[src/hdl/wicm_pkg.sv]
// Package with constants and types for the wake input configuration block.
package wicm_pkg;

    // Pull current selection codes.
    localparam logic [1:0] PULL_NONE = 2'h0;
    localparam logic [1:0] PULL_DOWN = 2'h1;
    localparam logic [1:0] PULL_UP = 2'h2;
    localparam logic [1:0] PULL_AUTO = 2'h3;

    // Filter and sense selection codes.
    localparam logic [1:0] FLT_STATIC_SHORT = 2'h0;
    localparam logic [1:0] FLT_STATIC_LONG = 2'h1;
    localparam logic [1:0] FLT_CYCLIC_ONE = 2'h2;
    localparam logic [1:0] FLT_CYCLIC_TWO = 2'h3;

    // Reset values of the configuration.
    localparam logic [1:0] PULL_RESET = 2'h0;
    localparam logic MEAS_RESET = 1'b0;

    // Filter times in microseconds and the oscillator rate.
    localparam int FILTER_SHORT_US = 16;
    localparam int FILTER_LONG_US = 64;
    localparam int CLK_MHZ = 100;
    localparam int FILTER_SHORT_CYC = FILTER_SHORT_US * CLK_MHZ;
    localparam int FILTER_LONG_CYC = FILTER_LONG_US * CLK_MHZ;
    localparam int CNT_W = 13;

    // Device operating modes seen by this block.
    typedef enum logic [2:0]
    {
        MODE_INIT,
        MODE_NORMAL,
        MODE_STOP,
        MODE_SLEEP,
        MODE_RESTART,
        MODE_FAILSAFE
    } wicm_mode_t;

    // Number of wake inputs.
    localparam int NUM_INPUTS = 3;

endpackage

[src/hdl/wicm_filter.sv]
// Per-input synchroniser and wake filter.
`timescale 1ns/1ps
module wicm_filter
#(
    parameter int SHORT_CYC = wicm_pkg::FILTER_SHORT_CYC,
    parameter int LONG_CYC = wicm_pkg::FILTER_LONG_CYC
)
(
    // Clock and reset.
    input wire logic sys_clk,
    input wire logic rst_n,
    // Pin and settings.
    input wire logic pinIn,
    input wire logic longSel,
    input wire logic gateOff,
    // Results.
    output logic levelOut,
    output logic edgeOut
);

    localparam int CW = wicm_pkg::CNT_W;

    // Refuse filter counts that the counter cannot reach.
    if (SHORT_CYC < 2 || LONG_CYC < SHORT_CYC || LONG_CYC >= (1 << CW))
    begin : gen_bad_counts
        $error("wicm_filter: filter counts out of range");
    end

    logic [2:0] syncQ;
    logic [2:0] syncD;
    logic rawQ;
    logic rawD;
    logic levelQ;
    logic levelD;
    logic [wicm_pkg::CNT_W-1:0] cntQ;
    logic [wicm_pkg::CNT_W-1:0] cntD;
    logic edgeQ;
    logic edgeD;
    logic [wicm_pkg::CNT_W-1:0] limit;

    // Next values: a crossing restarts the count, stable level commits.
    always_comb
    begin
        syncD = {syncQ[1:0], pinIn};
        rawD = rawQ;
        cntD = cntQ;
        levelD = levelQ;
        edgeD = 1'b0;
        limit = longSel ? CW'(LONG_CYC - 1) : CW'(SHORT_CYC - 1);
        if (syncQ[2] == syncQ[1] && syncQ[2] != rawQ)
        begin
            rawD = syncQ[2];
            cntD = '0;
        end
        else if (rawQ != levelQ)
        begin
            if (cntQ >= limit)
            begin
                levelD = rawQ;
                edgeD = ~gateOff;
            end
            else
            begin
                cntD = cntQ + 1'b1;
            end
        end
    end

    // Registers of the filter.
    always_ff @(posedge sys_clk or negedge rst_n)
    begin
        if (!rst_n)
        begin
            syncQ <= 3'h0;
            rawQ <= 1'b0;
            levelQ <= 1'b0;
            cntQ <= '0;
            edgeQ <= 1'b0;
        end
        else
        begin
            syncQ <= syncD;
            rawQ <= rawD;
            levelQ <= levelD;
            cntQ <= cntD;
            edgeQ <= edgeD;
        end
    end

    assign levelOut = levelQ;
    assign edgeOut = edgeQ;

    // A short pulse never reaches the filtered level.
    glitch_reject_a: assert property (@(posedge sys_clk) disable iff (!rst_n)
        $changed(levelQ) |->
        $past(rawQ) == levelQ && $past(cntQ) >= $past(limit))
        else $error("Level changed without a settled input.");

endmodule // wicm_filter

[src/hdl/wicm_top.sv]
// Wake input configuration, filtering and voltage measurement control.
`timescale 1ns/1ps
module wicm_top
#(
    parameter int SHORT_CYC = wicm_pkg::FILTER_SHORT_CYC,
    parameter int LONG_CYC = wicm_pkg::FILTER_LONG_CYC
)
(
    // Clock and reset.
    input wire logic sys_clk,
    input wire logic rst_n,
    // Wake pins.
    input wire logic hvInputOne,
    input wire logic hvInputTwo,
    input wire logic hvInputThree,
    // Configuration held by the register file.
    input wire logic [5:0] pullCurrentControl,
    input wire logic [5:0] senseFilterControl,
    input wire logic [2:0] wakeEnableControl,
    input wire logic measureEnable,
    input wire wicm_pkg::wicm_mode_t opMode,
    input wire logic sleepCommand,
    // Cyclic sense windows from the two timers.
    input wire logic cyclicTimerOneOn,
    input wire logic cyclicTimerTwoOn,
    // Status clearing.
    input wire logic wakeStatusClear,
    // Analog controls.
    output logic [2:0] pullUpEnable,
    output logic [2:0] pullDownEnable,
    output logic measureSwitch,
    // Status and events.
    output logic [2:0] wakeEventStatus,
    output logic [2:0] pinLevelStatus,
    output logic wakeInterrupt,
    output logic wakeUpRequest,
    output logic spiFailSet,
    output logic restartRequest
);

    // Returns the pull enables {up, down} for one input.
    function automatic logic [1:0] pullDecode(input logic [1:0] code,
                                              input logic level);
        case (code)
            wicm_pkg::PULL_NONE: pullDecode = 2'h0;
            wicm_pkg::PULL_DOWN: pullDecode = 2'h1;
            wicm_pkg::PULL_UP: pullDecode = 2'h2;
            default: pullDecode = level ? 2'h2 : 2'h1;
        endcase
    endfunction

    logic [2:0] pins;
    logic [2:0] level;
    logic [2:0] edges;
    logic [2:0] gated;
    logic [2:0] active;
    logic measActive;
    logic [2:0] statusQ;
    logic [2:0] statusD;
    logic [2:0] lvlQ;
    logic [2:0] lvlD;
    logic [2:0] puQ;
    logic [2:0] puD;
    logic [2:0] pdQ;
    logic [2:0] pdD;
    logic switchQ;
    logic switchD;
    logic intQ;
    logic intD;
    logic wakeQ;
    logic wakeD;
    logic failQ;
    logic failD;
    logic [1:0] pd;
    logic [1:0] fsel;
    logic normalMode;

    assign pins = {hvInputThree, hvInputTwo, hvInputOne};
    assign normalMode = (opMode == wicm_pkg::MODE_NORMAL);
    // Measurement setting is stored regardless of mode; it gates inputs one and two in every mode.
    assign measActive = measureEnable;
    assign gated = {1'b0, measActive, measActive};

    // One filter per input; short or long time from the filter code.
    genvar gi;
    generate
        for (gi = 0; gi < wicm_pkg::NUM_INPUTS; gi++)
        begin : gen_filt
            wicm_filter
            #(
                .SHORT_CYC(SHORT_CYC),
                .LONG_CYC(LONG_CYC)
            )
            u_filt
            (
                .sys_clk(sys_clk),
                .rst_n(rst_n),
                .pinIn(pins[gi]),
                .longSel(senseFilterControl[2*gi +: 2] ==
                         wicm_pkg::FLT_STATIC_LONG),
                .gateOff(gated[gi]),
                .levelOut(level[gi]),
                .edgeOut(edges[gi])
            );
        end
    endgenerate

    // Sensing window: static always, cyclic only while the timer is on.
    always_comb
    begin
        for (int i = 0; i < wicm_pkg::NUM_INPUTS; i++)
        begin
            fsel = senseFilterControl[2*i +: 2];
            case (fsel)
                wicm_pkg::FLT_CYCLIC_ONE: active[i] = cyclicTimerOneOn;
                wicm_pkg::FLT_CYCLIC_TWO: active[i] = cyclicTimerTwoOn;
                default: active[i] = 1'b1;
            endcase
        end
    end

    // Next values of pulls, status, level, switch and events.
    always_comb
    begin
        statusD = wakeStatusClear ? 3'h0 : statusQ;
        lvlD = lvlQ;
        puD = 3'h0;
        pdD = 3'h0;
        pd = 2'h0;
        intD = 1'b0;
        wakeD = 1'b0;
        failD = 1'b0;
        for (int i = 0; i < wicm_pkg::NUM_INPUTS; i++)
        begin
            pd = pullDecode(pullCurrentControl[2*i +: 2], level[i]);
            if (!gated[i])
            begin
                puD[i] = pd[1];
                pdD[i] = pd[0];
                if (active[i] && wakeEnableControl[i] && edges[i])
                begin
                    statusD[i] = 1'b1;
                end
                if (active[i])
                begin
                    lvlD[i] = level[i];
                end
            end
        end
        // Set wins over clear on the same cycle.
        for (int i = 0; i < wicm_pkg::NUM_INPUTS; i++)
        begin
            if (!gated[i] && active[i] && wakeEnableControl[i] && edges[i])
            begin
                if (opMode == wicm_pkg::MODE_NORMAL ||
                    opMode == wicm_pkg::MODE_STOP)
                begin
                    intD = 1'b1;
                end
                else if (opMode == wicm_pkg::MODE_SLEEP ||
                         opMode == wicm_pkg::MODE_FAILSAFE)
                begin
                    wakeD = 1'b1;
                end
            end
        end
        switchD = measureEnable && normalMode;
        if (sleepCommand && measureEnable && !wakeEnableControl[2] &&
            (wakeEnableControl[1:0] != 2'h0))
        begin
            failD = 1'b1;
        end
    end

    // Registers of the block.
    always_ff @(posedge sys_clk or negedge rst_n)
    begin
        if (!rst_n)
        begin
            statusQ <= 3'h0;
            lvlQ <= 3'h0;
            puQ <= {3{wicm_pkg::PULL_RESET[1]}};
            pdQ <= {3{wicm_pkg::PULL_RESET[0]}};
            switchQ <= wicm_pkg::MEAS_RESET;
            intQ <= 1'b0;
            wakeQ <= 1'b0;
            failQ <= 1'b0;
        end
        else
        begin
            statusQ <= statusD;
            lvlQ <= lvlD;
            puQ <= puD;
            pdQ <= pdD;
            switchQ <= switchD;
            intQ <= intD;
            wakeQ <= wakeD;
            failQ <= failD;
        end
    end

    assign pullUpEnable = puQ;
    assign pullDownEnable = pdQ;
    assign measureSwitch = switchQ;
    assign wakeEventStatus = statusQ;
    assign pinLevelStatus = lvlQ;
    assign wakeInterrupt = intQ;
    assign wakeUpRequest = wakeQ;
    assign spiFailSet = failQ;
    assign restartRequest = failQ;

    // Switch follows enable and Normal mode one cycle later.
    switch_mode_a: assert property (@(posedge sys_clk) disable iff (!rst_n)
        measureSwitch == $past(measureEnable && normalMode))
        else $error("Measurement switch does not follow mode.");

    // Switch open from the second cycle outside Normal mode.
    switch_normal_a: assert property (@(posedge sys_clk) disable iff (!rst_n)
        !normalMode ##1 !normalMode |-> !measureSwitch)
        else $error("Switch closed outside Normal mode.");

    // Pulls of inputs one and two off while measuring.
    meas_pull_a: assert property (@(posedge sys_clk) disable iff (!rst_n)
        $past(measureEnable) |->
        (pullUpEnable[1:0] == 2'h0 && pullDownEnable[1:0] == 2'h0))
        else $error("Pull active on gated input.");

    // Status of inputs one and two frozen while measuring.
    meas_status_a: assert property (@(posedge sys_clk) disable iff (!rst_n)
        $past(measureEnable) && !$past(wakeStatusClear) |->
        wakeEventStatus[1:0] == $past(wakeEventStatus[1:0]))
        else $error("Status updated from gated input.");

    // Pull code decoding one cycle later.
    pull_code_a: assert property (@(posedge sys_clk) disable iff (!rst_n)
        $past(pullCurrentControl[5:4]) == wicm_pkg::PULL_UP |->
        pullUpEnable[2] && !pullDownEnable[2])
        else $error("Pull-up code not decoded.");

    // Automatic pull follows the filtered level.
    auto_pull_a: assert property (@(posedge sys_clk) disable iff (!rst_n)
        $past(pullCurrentControl[5:4]) == wicm_pkg::PULL_AUTO |->
        pullUpEnable[2] == $past(level[2]) &&
        pullDownEnable[2] == !$past(level[2]))
        else $error("Automatic pull wrong.");

    // Sleep fault raises flag and restart together.
    sleep_fail_a: assert property (@(posedge sys_clk) disable iff (!rst_n)
        sleepCommand && measureEnable && !wakeEnableControl[2] &&
        wakeEnableControl[1:0] != 2'h0 |=>
        spiFailSet && restartRequest)
        else $error("Sleep fault not flagged.");

    // Interrupt only in Normal or Stop mode.
    int_mode_a: assert property (@(posedge sys_clk) disable iff (!rst_n)
        wakeInterrupt |-> $past(opMode) == wicm_pkg::MODE_NORMAL ||
        $past(opMode) == wicm_pkg::MODE_STOP)
        else $error("Interrupt in wrong mode.");

    // Level status of inputs one and two frozen while measuring.
    meas_level_a: assert property (@(posedge sys_clk) disable iff (!rst_n)
        $past(measureEnable) |->
        pinLevelStatus[1:0] == $past(pinLevelStatus[1:0]))
        else $error("Level status updated from gated input.");

    // No-pull code leaves input one without any current source.
    pull_none_a: assert property (@(posedge sys_clk) disable iff (!rst_n)
        $past(pullCurrentControl[1:0]) == wicm_pkg::PULL_NONE |->
        !pullUpEnable[0] && !pullDownEnable[0])
        else $error("Current source on with no-pull code.");

    // Pull-down code on input one when not measuring.
    pull_down_a: assert property (@(posedge sys_clk) disable iff (!rst_n)
        $past(pullCurrentControl[1:0]) == wicm_pkg::PULL_DOWN &&
        !$past(measureEnable) |->
        pullDownEnable[0] && !pullUpEnable[0])
        else $error("Pull-down code not decoded.");

    // Wake request only in Sleep or Fail-Safe mode.
    wake_mode_a: assert property (@(posedge sys_clk) disable iff (!rst_n)
        wakeUpRequest |-> $past(opMode) == wicm_pkg::MODE_SLEEP ||
        $past(opMode) == wicm_pkg::MODE_FAILSAFE)
        else $error("Wake request in wrong mode.");

    // Scenarios of interest.
    cov_wake_c: cover property (@(posedge sys_clk) wakeUpRequest);
    cov_cyclic_c: cover property (@(posedge sys_clk)
        wakeInterrupt && senseFilterControl[5]);
    cov_int_c: cover property (@(posedge sys_clk) wakeInterrupt);
    cov_switch_c: cover property (@(posedge sys_clk) measureSwitch);
    cov_fail_c: cover property (@(posedge sys_clk) spiFailSet);

endmodule // wicm_top

[config.mk]
export PLATFORM = sky130hd
export DESIGN_NAME = wicm_top
export DESIGN_NICKNAME = d
export VERILOG_FILES = /design/src/hdl/wicm_pkg.sv /design/src/hdl/wicm_filter.sv /design/src/hdl/wicm_top.sv
export SDC_FILE = /design/constraint.sdc
export NUM_CORES = 1
export LEC_CHECK = 0
export CORE_UTILIZATION = 35
export CTS_CLUSTER_SIZE = 16
export DETAILED_ROUTE_END_ITERATION = 10
export DONT_BUFFER_PORTS = 1
export HOLD_SLACK_MARGIN = 0.03
export MAX_ROUTING_LAYER = met4
export PLACE_DENSITY = 0.59
export REMOVE_ABC_BUFFERS = 1
export SLEW_MARGIN = 10
export SYNTH_ARGS = -nofsm -noshare
export SYNTH_HDL_FRONTEND = slang
export SYNTH_SLANG_ARGS = --single-unit
[constraint.sdc]
create_clock -name sys_clk -period 3 [get_ports sys_clk]
set_input_delay 0.3 -clock sys_clk [delete_from_list [all_inputs] [get_ports sys_clk]]
set_output_delay 0.3 -clock sys_clk [all_outputs]
set_load 0.05 [all_outputs]
==> results of run 1 <==
[routing by layer]
layer / share of wire, % / routed length [µm]
met5: 0 / 0
met4: 1.5 / 127
met3: 5.3 / 438
met2: 43 / 3550
met1: 50 / 4170
[final timing paths]
| kind | endpoint | slack [ns] | depth (start not counted) |
|---|---|---|---|
| setup reg to reg | gen_filt[2].u_filt.cntQ[9] | 0.56 | 6 |
| hold reg to reg | gen_filt[0].u_filt.syncQ[1] | 0.35 | 0 |
| max in group asynchronous | gen_filt[2].u_filt.cntQ[3] | 2.20 | 2 |
| min in group asynchronous | gen_filt[0].u_filt.syncQ[1] | 0.51 | 2 |
| hold / removal | wakeUpRequest | 0.07 | 2 |
| setup / recovery | gen_filt[2].u_filt.cntQ[9] | 0.56 | 6 |
[registers in the layout, summed over array words and instances (netlist names)]
name	flops
wakeUpRequest	1
gen_filt.u_filt.syncQ	9
restartRequest	1
gen_filt.u_filt.edgeOut	3
wakeEventStatus	3
pullUpEnable	3
wakeInterrupt	1
gen_filt.u_filt.rawQ	3
pinLevelStatus	3
pullDownEnable	3
measureSwitch	1
gen_filt.u_filt.cntQ	39
gen_filt.u_filt.levelOut	3
[through the flow]
| stage | cell area (µm²) | total power, mW | setup slack [ns] |
|---|---|---|---|
| after floorplan | 3780 | 1.62 | 0.613 |
| after global placement | 3970 | 1.73 | 0.497 |
| after detailed placement | 3970 | 1.75 | 0.396 |
| after CTS | 4270 | 2.49 | 0.562 |
| after global routing | 4270 | 2.62 | 0.434 |
| final | 4270 | 2.46 | 0.557 |
[cells by family after synthesis]
family                     count (synthesis)  share of synthesized area, %
AOI/OAI and AO/OA                        106                          18.5
xor gates and xnor gates                  13                          2.98
adders and majority gates                 24                          7.67
buffers and inverters                     25                          2.65
DFF                                       73                          47.8
muxes                                     10                          2.82
and+or+nand+nor                          126                          17.6
[power groups by stage]
stage                     logic (mW)  clock network, mW  registers (mW)
after global routing           0.518              0.767            1.34
final                          0.448              0.695            1.31
after detailed placement       0.415                  0            1.33
after global placement         0.401                  0            1.33
after floorplan                0.324                  0            1.30
after CTS                      0.453              0.721            1.31
[layout make-up]
cell class	count	area, µm²	share of cell area, %
clock buffer	13	159	3.73
clock inverter	3	15.0	0.352
inverter	17	63.8	1.50
multi-input combinational	279	1890	44.3
sequential	73	1830	42.8
tap	136	170	3.99
timing repair buffer	13	140	3.29
[synth_stat cells (all sizes together) (6+ instances only)]
cell / n
a211oi: 8
a21oi: 34
and3: 6
dfrtp: 73
ha: 21
inv: 17
mux2: 6
nand2: 31
nand2b: 8
nand3: 21
nor2: 18
o21ai: 15
o31ai: 10
or3: 10
or4: 10
xnor2: 9
==> summary.md, run 1 <==
| Metric | Value |
|---|---|
| Seq/Total Area, Yosys | 47.8% |
| Max-cap violations | 0 |
| Largest stage delay, worst path | 0.55 ns |
| Vias in the first global route | 2767 |
| Synth top area share | 47.8% |
| Final hold viol count | 0 |
| Register bit total from synthesis | 73 |
| Worst skew pair latency | 0.35 ns |
| Slew HR | 42.0% |
| Cts-stage hold buffer count | 10 |
| Number of fill cells | 1035 |
| Arr. time, crit path | 2.72 ns |
| DRC Markers | 0 |
| Clock root buffer | clkbuf_8 |
| Avg Cell Area, Syn | 10.1 µm² |
| Antenna violations before repair | 0 |
| CP endpoint kind | register |
| Clk pwr share | 28.3% |
| Vias per cell | 5.50 |
| CTS Sinks | 73 |
| Top FF cell, synth | dfrtp_1 |
| Most used cell, CP | a211o_1 |
| Final core utilization | 40.8% |
| Clk slew on worst S/H paths | 0.07 ns |
| GPL Wtd Cong | 0.872 |
| Final period demand of the worst path | 2.44 ns |
| Global Route met3 Usage | 4.48% |
| Mapped cell area | 3820 µm² |
| CTS tree | yes |
| Setup violations, final | 0 |
| Post-synth ARST share | 100% |
| M1 GR Usage | 22.2% |
| Worst-Margin Slew | 0.870 ns |
| H-Tree Depth | 3 |
| GR peak layer | met2 |
| Avg WL per Cell | 15.5 µm |
| Die Ht | 106 µm |
| Total wire length | 8280 µm |
| Synthesized instance count | 377 |
| Fmax | 409 MHz |
| Final worst-path cycle share | 81.4% |
| Net Sw Frac | 34.6% |
| Sequential share of power | 53.4% |
| Synth area leader | dfrtp_1 |
| Critical Path, Cell by Cell | ha_1 -> a211o_1 -> a211o_1 -> a21o_1 -> or4_1 -> a21oi_1 |
| Nets | 442 |
| CP Class | reg -> reg |
| Setup bufs post-CTS | 0 |
| GRT overflow | 0 |
| Pins Over Slew Limit | 0 |
| Final hold slack | 0.0701 ns |
| HP Class | in -> reg |
| Int Power | 1.61 mW |
| Antenna cells | 0 |
| Unrepaired setup endpoints after global routing | no |
| Gate power share | 18.2% |
| NetSw | 849 µW |
| CP max FO | 17 |
| Reg2reg start | gen_filt[2].u_filt.cntQ[10] |
| Largest net degree at the start of global routing | 74 |
| Max VDD drop | 0.000203 V |
| Setup TNS | 0 ns |
| Die W | 106 µm |
| Overall Global Routing Usage | 16.4% |
| Cell leakage power | 1.89 nW |
| Die Footprint | 11300 µm² |
| Most common cell after layout, fill and taps aside | dfrtp_1 |
| CTS Buf Count | 9 |
| Skew final | 0.00937 ns |
| Crit path from | gen_filt[2].u_filt.cntQ[10] |
| Total core area | 10500 µm² |
| Vias post-DR | 2937 |
| Dpl cells | 508 |
| Post-DRT Antenna Nets | 0 |
| Cell Pwr Density | 576 nW/µm² |
| DP HPWL | 5980 µm |
| Synth warn | 0 |
| Pre-antenna DRT Iters | 4 |
| Hold path start | opMode[0] |
| Max Root-Sink Buffers | 2 |
| Dominant cells by area after synthesis | dfrtp_1, ha_1, a21oi_1 |
| Non-filler cells, final | 534 |
| M2 GR Usage | 23.0% |
| Initial Util | 36.5% |
| Rows | 37 |
| Layout cell share with drive strength beyond 1 | 6.78% |
| Status | complete, no violations |
| Post-cts sizing count | 0 |
| Worst EP required | 3.27 ns |
| Buf/Inv on CP | 0 |
| Netlist cell types | 50 |
| Worst setup SP type | register |
| I/O Pins | 45 |
| Slowest CP cell | or4_1 |
| Worst path top cell family by delay | compound AO/OA/AOI/OAI gates |
| Area Overhead vs Synth | 11.7% |
| Number of DRC markers in iteration 0 | 216 |
| Port bufs | 0 |
| First-pass GRT wire length | 13800 µm |
| Post-synth EDFFs | 0 |
| Most frequent cells in the layout | dfrtp_1, a21oi_1, nand2_1, nand3_1, ha_1 |
No activity file was read; power rests on OpenSTA's default activity.
==> inputs of run 2 (changes only) <==
ABC_AREA = 1   (was unset)
clock period = 2.5 ns   (was 3 ns; I/O delays follow)
==> run 2 against run 1 <==
  * Sequential share of layout area decreased by 6.8 points
  * Die area increased by 17%
  * Sequential cell count unchanged
  * Critical path depth increased by 2
  * Global-route usage increased by 1.7 points
  * Count of clock-buffer cells in the layout decreased by 3
  * Total power increased by 29%
  * Cell count increased by 48%
  * First-iteration DRC count increased by 0.46%
  * Via count increased by 33%
  * Clock power increased by 71%
  * Highest routed layer unchanged
==> summary.md, run 2 <==
| Metric | Value |
|---|---|
| Post-synth ARST share | 100% |
| Post-synthesis mux area share | 0% |
| Post-synthesis compound-gate area fraction | 3.95% |
| Seq/Total Area, Yosys | 40.6% |
| Worst path top cell family by delay | simple AND/OR/NAND/NOR gates |
| Final hold viol count | 0 |
| Number of fill cells | 1256 |
| Critical Path, Cell by Cell | ha_1 -> nand2_1 -> nor2_1 -> nand3_1 -> nand3_1 -> nand2_1 -> nand3_1 -> nand2_1 |
| CTS Buf Count | 9 |
| Overall Global Routing Usage | 18.0% |
| Clk slew on worst S/H paths | 0.06 ns |
| Fmax | 509 MHz |
| Most common cell after layout, fill and taps aside | nand2_1 |
| Most common cell in the netlist | nand2_1 |
| Worst-Margin Slew | 0.875 ns |
| First-pass GRT wire length | 17800 µm |
| Die Ht | 115 µm |
| Synthesized instance count | 596 |
| Post-synth EDFFs | 0 |
| Cell leakage power | 2.53 nW |
| CTS tree | yes |
| Final worst slack | 0.535 ns |
| Largest net degree at the start of global routing | 74 |
| Max Root-Sink Buffers | 2 |
| CP Class | reg -> reg |
| Total core area | 12600 µm² |
| Slowest CP cell | dfrtp_1 |
| Most frequent cells in the layout | nand2_1, nand3_1, nor2_1, dfrtp_1, inv_1 |
| Synth top area share | 40.6% |
| Die Footprint | 13300 µm² |
| Most flop-heavy register | gen_filt.u_filt.cntQ |
| Buf/Inv on CP | 0 |
| Post-route cell area | 5070 µm² |
| Register Area | 1830 µm² |
| Final core utilization | 40.4% |
| Final Power | 3.18 mW |
| Vias post-DR | 3892 |
| Port bufs | 0 |
| Multi-input logic area | 2330 µm² |
| Antenna cells | 0 |
| Clock root buffer | clkbuf_16 |
| Largest family of logic cells by synthesized area | simple AND/OR/NAND/NOR gates |
| Nets | 662 |
| Max-cap violations | 0 |
| Status | complete, no violations |
| GPL Wtd Cong | 0.878 |
| DRC Markers | 0 |
| Synth cell count leaders | nand2_1, nand3_1, nor2_1 |
| Vias per cell | 4.93 |
| Final period demand of the worst path | 1.96 ns |
| Slew HR | 41.7% |
| I/O Pins | 45 |
| Dominant cells by area after synthesis | dfrtp_1, nand2_1, nand3_1 |
| DP Area | 4600 µm² |
| HP Class | in -> reg |
| Unrepaired setup endpoints after global routing | no |
| Biggest regs | gen_filt.u_filt.cntQ x39, gen_filt.u_filt.syncQ x9 |
| Worst EP required | 2.73 ns |
| Area Overhead vs Synth | 12.9% |
| Largest stage delay, worst path | 0.45 ns |
| Worst skew pair latency | 0.34 ns |
| Vias in the first global route | 3730 |
| Pins Over Slew Limit | 0 |
| DP HPWL | 7520 µm |
| Synth warn | 0 |
| Netlist cell types | 34 |
| Mapped cell area | 4500 µm² |
| Layout cell share with drive strength beyond 1 | 7.44% |
| Initial Util | 35.8% |
| Post-DRT Antenna Nets | 0 |
| Max VDD drop | 0.000423 V |
| Cell Pwr Density | 627 nW/µm² |
| Avg Cell Area, Syn | 7.54 µm² |
| Adder-cell share of the synthesized area | 5.84% |
| Max reg flops | 39 |
| Post-cts sizing count | 0 |
| Post-Synth Simple-Gate Area | 37.7% |
| CTS Sinks | 73 |
| Register bit total from synthesis | 73 |
| CP max FO | 11 |
| Synth area leader | dfrtp_1 |
| Number of DRC markers in iteration 0 | 217 |
| GRT overflow | 0 |
| Rows | 41 |
| CP endpoint kind | register |
| Avg WL per Cell | 13.5 µm |
| Worst setup SP type | register |
| Pre-antenna DRT Iters | 4 |
| H-Tree Depth | 3 |
| Top FF cell, synth | dfrtp_1 |
| Arr. time, crit path | 2.19 ns |
| Setup violations, final | 0 |
| Setup bufs post-CTS | 0 |
| Antenna violations before repair | 0 |
| Skew final | 0.00746 ns |
| Final worst-path cycle share | 78.6% |
| Pre-CTS WS | 0.396 ns |
| Post-synthesis xor/xnor area fraction | 4.43% |
| Setup TNS | 0 ns |
| Total wire length | 10700 µm |
| Die W | 115 µm |
[run 2: cell count changes after synthesis, sizes merged, moves of 15 or more]
cell | before | now
a21oi | 34 | 13
nand3 | 21 | 89
nand2 | 31 | 173
inv | 17 | 57
xor2 | 4 | 19
nand4 | 4 | 24
nor2 | 18 | 87
[run 2: where the power goes]
part | leakage [nW] | internal (mW) | switching, mW
logic | 1.43 | 0.184 | 0.350
registers | 0.973 | 1.29 | 0.168
clock network | 0.121 | 0.673 | 0.521
[run 2: layout make-up]
class	instances	area share, %
Tap cell	172	4.24
Timing Repair Buffer	20	4.19
Sequential cell	73	36.0
Multi-Input combinational cell	452	46.0
Clock inverter	6	0.863
Clock buffer	10	4.51
Inverter	57	4.22
[run 2: cells by family (layout without fill, tap and decap cells)]
kind of cell,after synthesis,after routing
flip-flops,73,73
AO/OA/AOI/OAI,31,31
adder cells (fa/ha/maj),21,21
AND/OR/NAND/NOR,379,379
XOR/XNOR,21,21
buffers and inverters,71,93
[run 2: worst paths after layout]
| check | slack [ns] | depth (start not counted) | to | from |
|---|---|---|---|---|
| worst max-delay path | 0.54 | 8 | gen_filt[2].u_filt.cntQ[4] | gen_filt[2].u_filt.cntQ[10] |
| worst min-delay path | 0.04 | 2 | restartRequest | sleepCommand |
| worst max register to register | 0.54 | 8 | gen_filt[2].u_filt.cntQ[4] | gen_filt[2].u_filt.cntQ[10] |
| worst min register to register | 0.35 | 0 | gen_filt[2].u_filt.syncQ[1] | gen_filt[2].u_filt.syncQ[0] |
| max in group asynchronous | 1.71 | 2 | gen_filt[1].u_filt.syncQ[2] | rst_n |
| min in group asynchronous | 0.52 | 2 | gen_filt[0].u_filt.syncQ[0] | rst_n |
[run 2: metrics by stage]
| stage | hold slack, ns | cells |
|---|---|---|
| global route | 0.0336 | 790 |
| global placement | -0.0442 | 756 |
| CTS | 0.0329 | 790 |
| floorplan | -0.0456 | 582 |
| detailed placement | -0.0444 | 756 |
| finish | 0.0435 | 790 |
[run 2: layer usage]
| layer | vias up | GRT usage [%] | share of wire, % |
|---|---|---|---|
| met3 | 18 | 5.17 | 4.7 |
| met4 | 0 | 6.67 | 1.8 |
| met2 | 78 | 28.1 | 47 |
| met1 | 1820 | 22.1 | 46 |
| li1 | 1976 | - | - |
| met5 | - | - | 0 |
[run 2: timing repair]
| item | 4_1_cts | 5_1_grt |
|---|---|---|
| setup endpoints to repair | 0 | 0 |
| endpoints found under the hold margin | 88 | 0 |
| hold buffers | 18 | 0 |
==> inputs of run 3 (changes only) <==
PLACE_DENSITY = 0.61   (was 0.59)
clock period = 1.7 ns   (was 2.5 ns; I/O delays follow)
==> run 3 against run 2 <==
  * The run now ends with negative hold slack, negative setup slack left
  * Via count grew 11%
  * Maximum frequency grew 13%
  * Wire length grew 15%
  * Sequential power grew 46%
  * Setup slack lost 0.57 ns
  * Global-route usage grew 1.0 points
  * Sequential share of layout area shrank 5.6 points
  * Critical path type unchanged
  * Highest routed layer unchanged
==> summary.md, run 3 (same netlist as run 2, synthesis figures left out) <==
| Metric | Value |
|---|---|
| Final core utilization | 47.8% |
| Antenna cells | 0 |
| Worst skew pair latency | 0.35 ns |
| Max Root-Sink Buffers | 2 |
| Pre-antenna DRT Iters | 4 |
| Non-filler cells, final | 852 |
| Overall Global Routing Usage | 19.1% |
| Max VDD drop | 0.000694 V |
| H-Tree Depth | 3 |
| Layout cell share with drive strength beyond 1 | 23.2% |
| Largest net degree at the start of global routing | 74 |
| Cell leakage power | 2.91 nW |
| Skew final | 0.00637 ns |
| Final worst slack | -0.0333 ns |
| Sequential share of power | 40.9% |
| Port bufs | 0 |
| Final worst-path cycle share | 102% |
| Max reg flops | 39 |
| Total wire length | 12300 µm |
| Antenna violations before repair | 0 |
| CTS tree | yes |
| Top sig layer | met4 |
| Total core area | 12600 µm² |
| First-pass GRT wire length | 18800 µm |
| CTS Buf Count | 9 |
| Die Footprint | 13300 µm² |
| Setup violations, final | 3 |
| CTS Sinks | 73 |
| Vias post-DR | 4315 |
| Net Sw Frac | 32.1% |
| DP HPWL | 8200 µm |
| Max-cap violations | 0 |
| Int Power | 3.51 mW |
| Met2 Wirelength | 6140 µm |
| Most common cell after layout, fill and taps aside | nand2_1 |
| Clk slew on worst S/H paths | 0.06 ns |
| Slew HR | 66.2% |
| GRT overflow | 0 |
| Violated checks | negative hold slack, negative setup slack |
| Area Overhead vs Synth | 33.5% |
| Final period demand of the worst path | 1.73 ns |
| CP max FO | 8 |
| Dpl cells | 809 |
| Die W | 115 µm |
| Number of DRC markers in iteration 0 | 236 |
| Biggest regs | gen_filt.u_filt.cntQ x39, gen_filt.u_filt.syncQ x9 |
| Most frequent cells in the layout | nand2_1, dfrtp_1, nor2_1, nand3_1, inv_1 |
| Rows | 41 |
| Final hold slack | -0.486 ns |
| Avg WL per Cell | 14.4 µm |
| Nets | 724 |
| Initial Util | 35.8% |
| Setup TNS | -0.0709 ns |
| Arr. time, crit path | 2.01 ns |
| Clk pwr share | 39.2% |
| Worst-Margin Slew | 0.506 ns |
| Clock root buffer | clkbuf_16 |
| CP Class | reg -> reg |
| Worst setup SP type | register |
| Vias in the first global route | 4006 |
| Met3 wire len | 614 µm |
| Unrepaired setup endpoints after global routing | yes |
| Gate power share | 19.9% |
| Cts-stage hold buffer count | 19 |
| DRC Markers | 0 |
| Pins Over Slew Limit | 0 |
| NetSw | 1.66 mW |
| Vias per cell | 5.06 |
| Fmax | 577 MHz |
| Met1 WL | 5300 µm |
| Cell Pwr Density | 862 nW/µm² |
| Worst EP required | 1.98 ns |
| I/O Pins | 45 |
| Status | complete, but fails checks |
| GPL Wtd Cong | 0.860 |
| Post-DRT Antenna Nets | 0 |
| Most flop-heavy register | gen_filt.u_filt.cntQ |
| HP Class | in -> async |
| Final hold viol count | 73 |
| Pre-CTS WS | -0.178 ns |
| CP endpoint kind | register |
| Die Ht | 115 µm |
[run 3: cell count changes in the layout (fill, tap and decap cells not counted), moves of 5 or more]
cell,change
ha_4,+12
nor2_1,-9
nand2_4,+6
nand3_2,+11
nand2_1,-12
nor2_4,+5
nand2_2,+8
buf_4,+47
nand3_1,-15
buf_6,+11
ha_1,-12
[run 3: worst paths after layout]
path / endpoint / from / cells past startpoint / slack, ns
setup / recovery: gen_filt[2].u_filt.cntQ[11] / gen_filt[2].u_filt.cntQ[11] / 9 / -0.03
hold / removal: gen_filt[1].u_filt.cntQ[9] / rst_n / 0 / -0.49
setup reg to reg: gen_filt[2].u_filt.cntQ[11] / gen_filt[2].u_filt.cntQ[11] / 9 / -0.03
hold reg to reg: gen_filt[1].u_filt.syncQ[1] / gen_filt[1].u_filt.syncQ[0] / 0 / 0.35
max in group asynchronous: pinLevelStatus[0] / rst_n / 0 / 2.02
min in group sys_clk: wakeUpRequest / opMode[2] / 3 / 0.05
[run 3: power by group through the flow]
stage          Combinational (mW)  Clock, mW  Sequential, mW
2_1_floorplan               0.552          0            2.13
3_3_place_gp                0.846          0            2.14
3_5_place_dp                0.868          0            2.15
4_1_cts                     0.917       2.07            2.11
5_1_grt                      1.15       2.13            2.15
6_report                     1.03       2.03            2.12
[run 3: metal layers]
layer	up-vias	GRT usage, %
li1	2102	-
met1	2083	23.3
met2	111	30.2
met3	19	4.80
met4	0	7.53
met5	-	-
[run 3: per-stage QoR]
step                total power [mW]  hold slack, ns  instance area, µm²
floorplan                       2.68          -0.126                4370
global placement                2.98          -0.123                5000
detailed placement              3.01          -0.123                5000
CTS                             5.10          -0.501                5540
global route                    5.43          -0.503                6000
finish                          5.17          -0.486                6000
[run 3: final cells by class]
type                    instances  area [µm²]
well taps                     172         215
multi-input cells             455        2750
flip-flops and latches         73        1830
inverters                      57         214
repair buffers                 79         682
clock inverters                 6        72.6
clock buffers                  10         239
fillers                      1204        6570
[run 3: repair_timing]
action | CTS | global route
buffers inserted | 0 | 6
resized for setup | 11 | 69
gates cloned | 0 | 3
endpoints found under the hold margin | 89 | 73
endpoints found under the setup margin | 40 | 42
pin swaps | 1 | 36
[run 3: worst max-delay path, stage by stage, from the launching register on]
cell,delay (ns)
dfrtp_1,0.41
ha_1,0.31
nand2_2,0.08
nor2_4,0.19
nand3_4,0.12
buf_6,0.14
nand4_4,0.09
buf_6,0.15
nand3_1,0.08
nand2_1,0.09
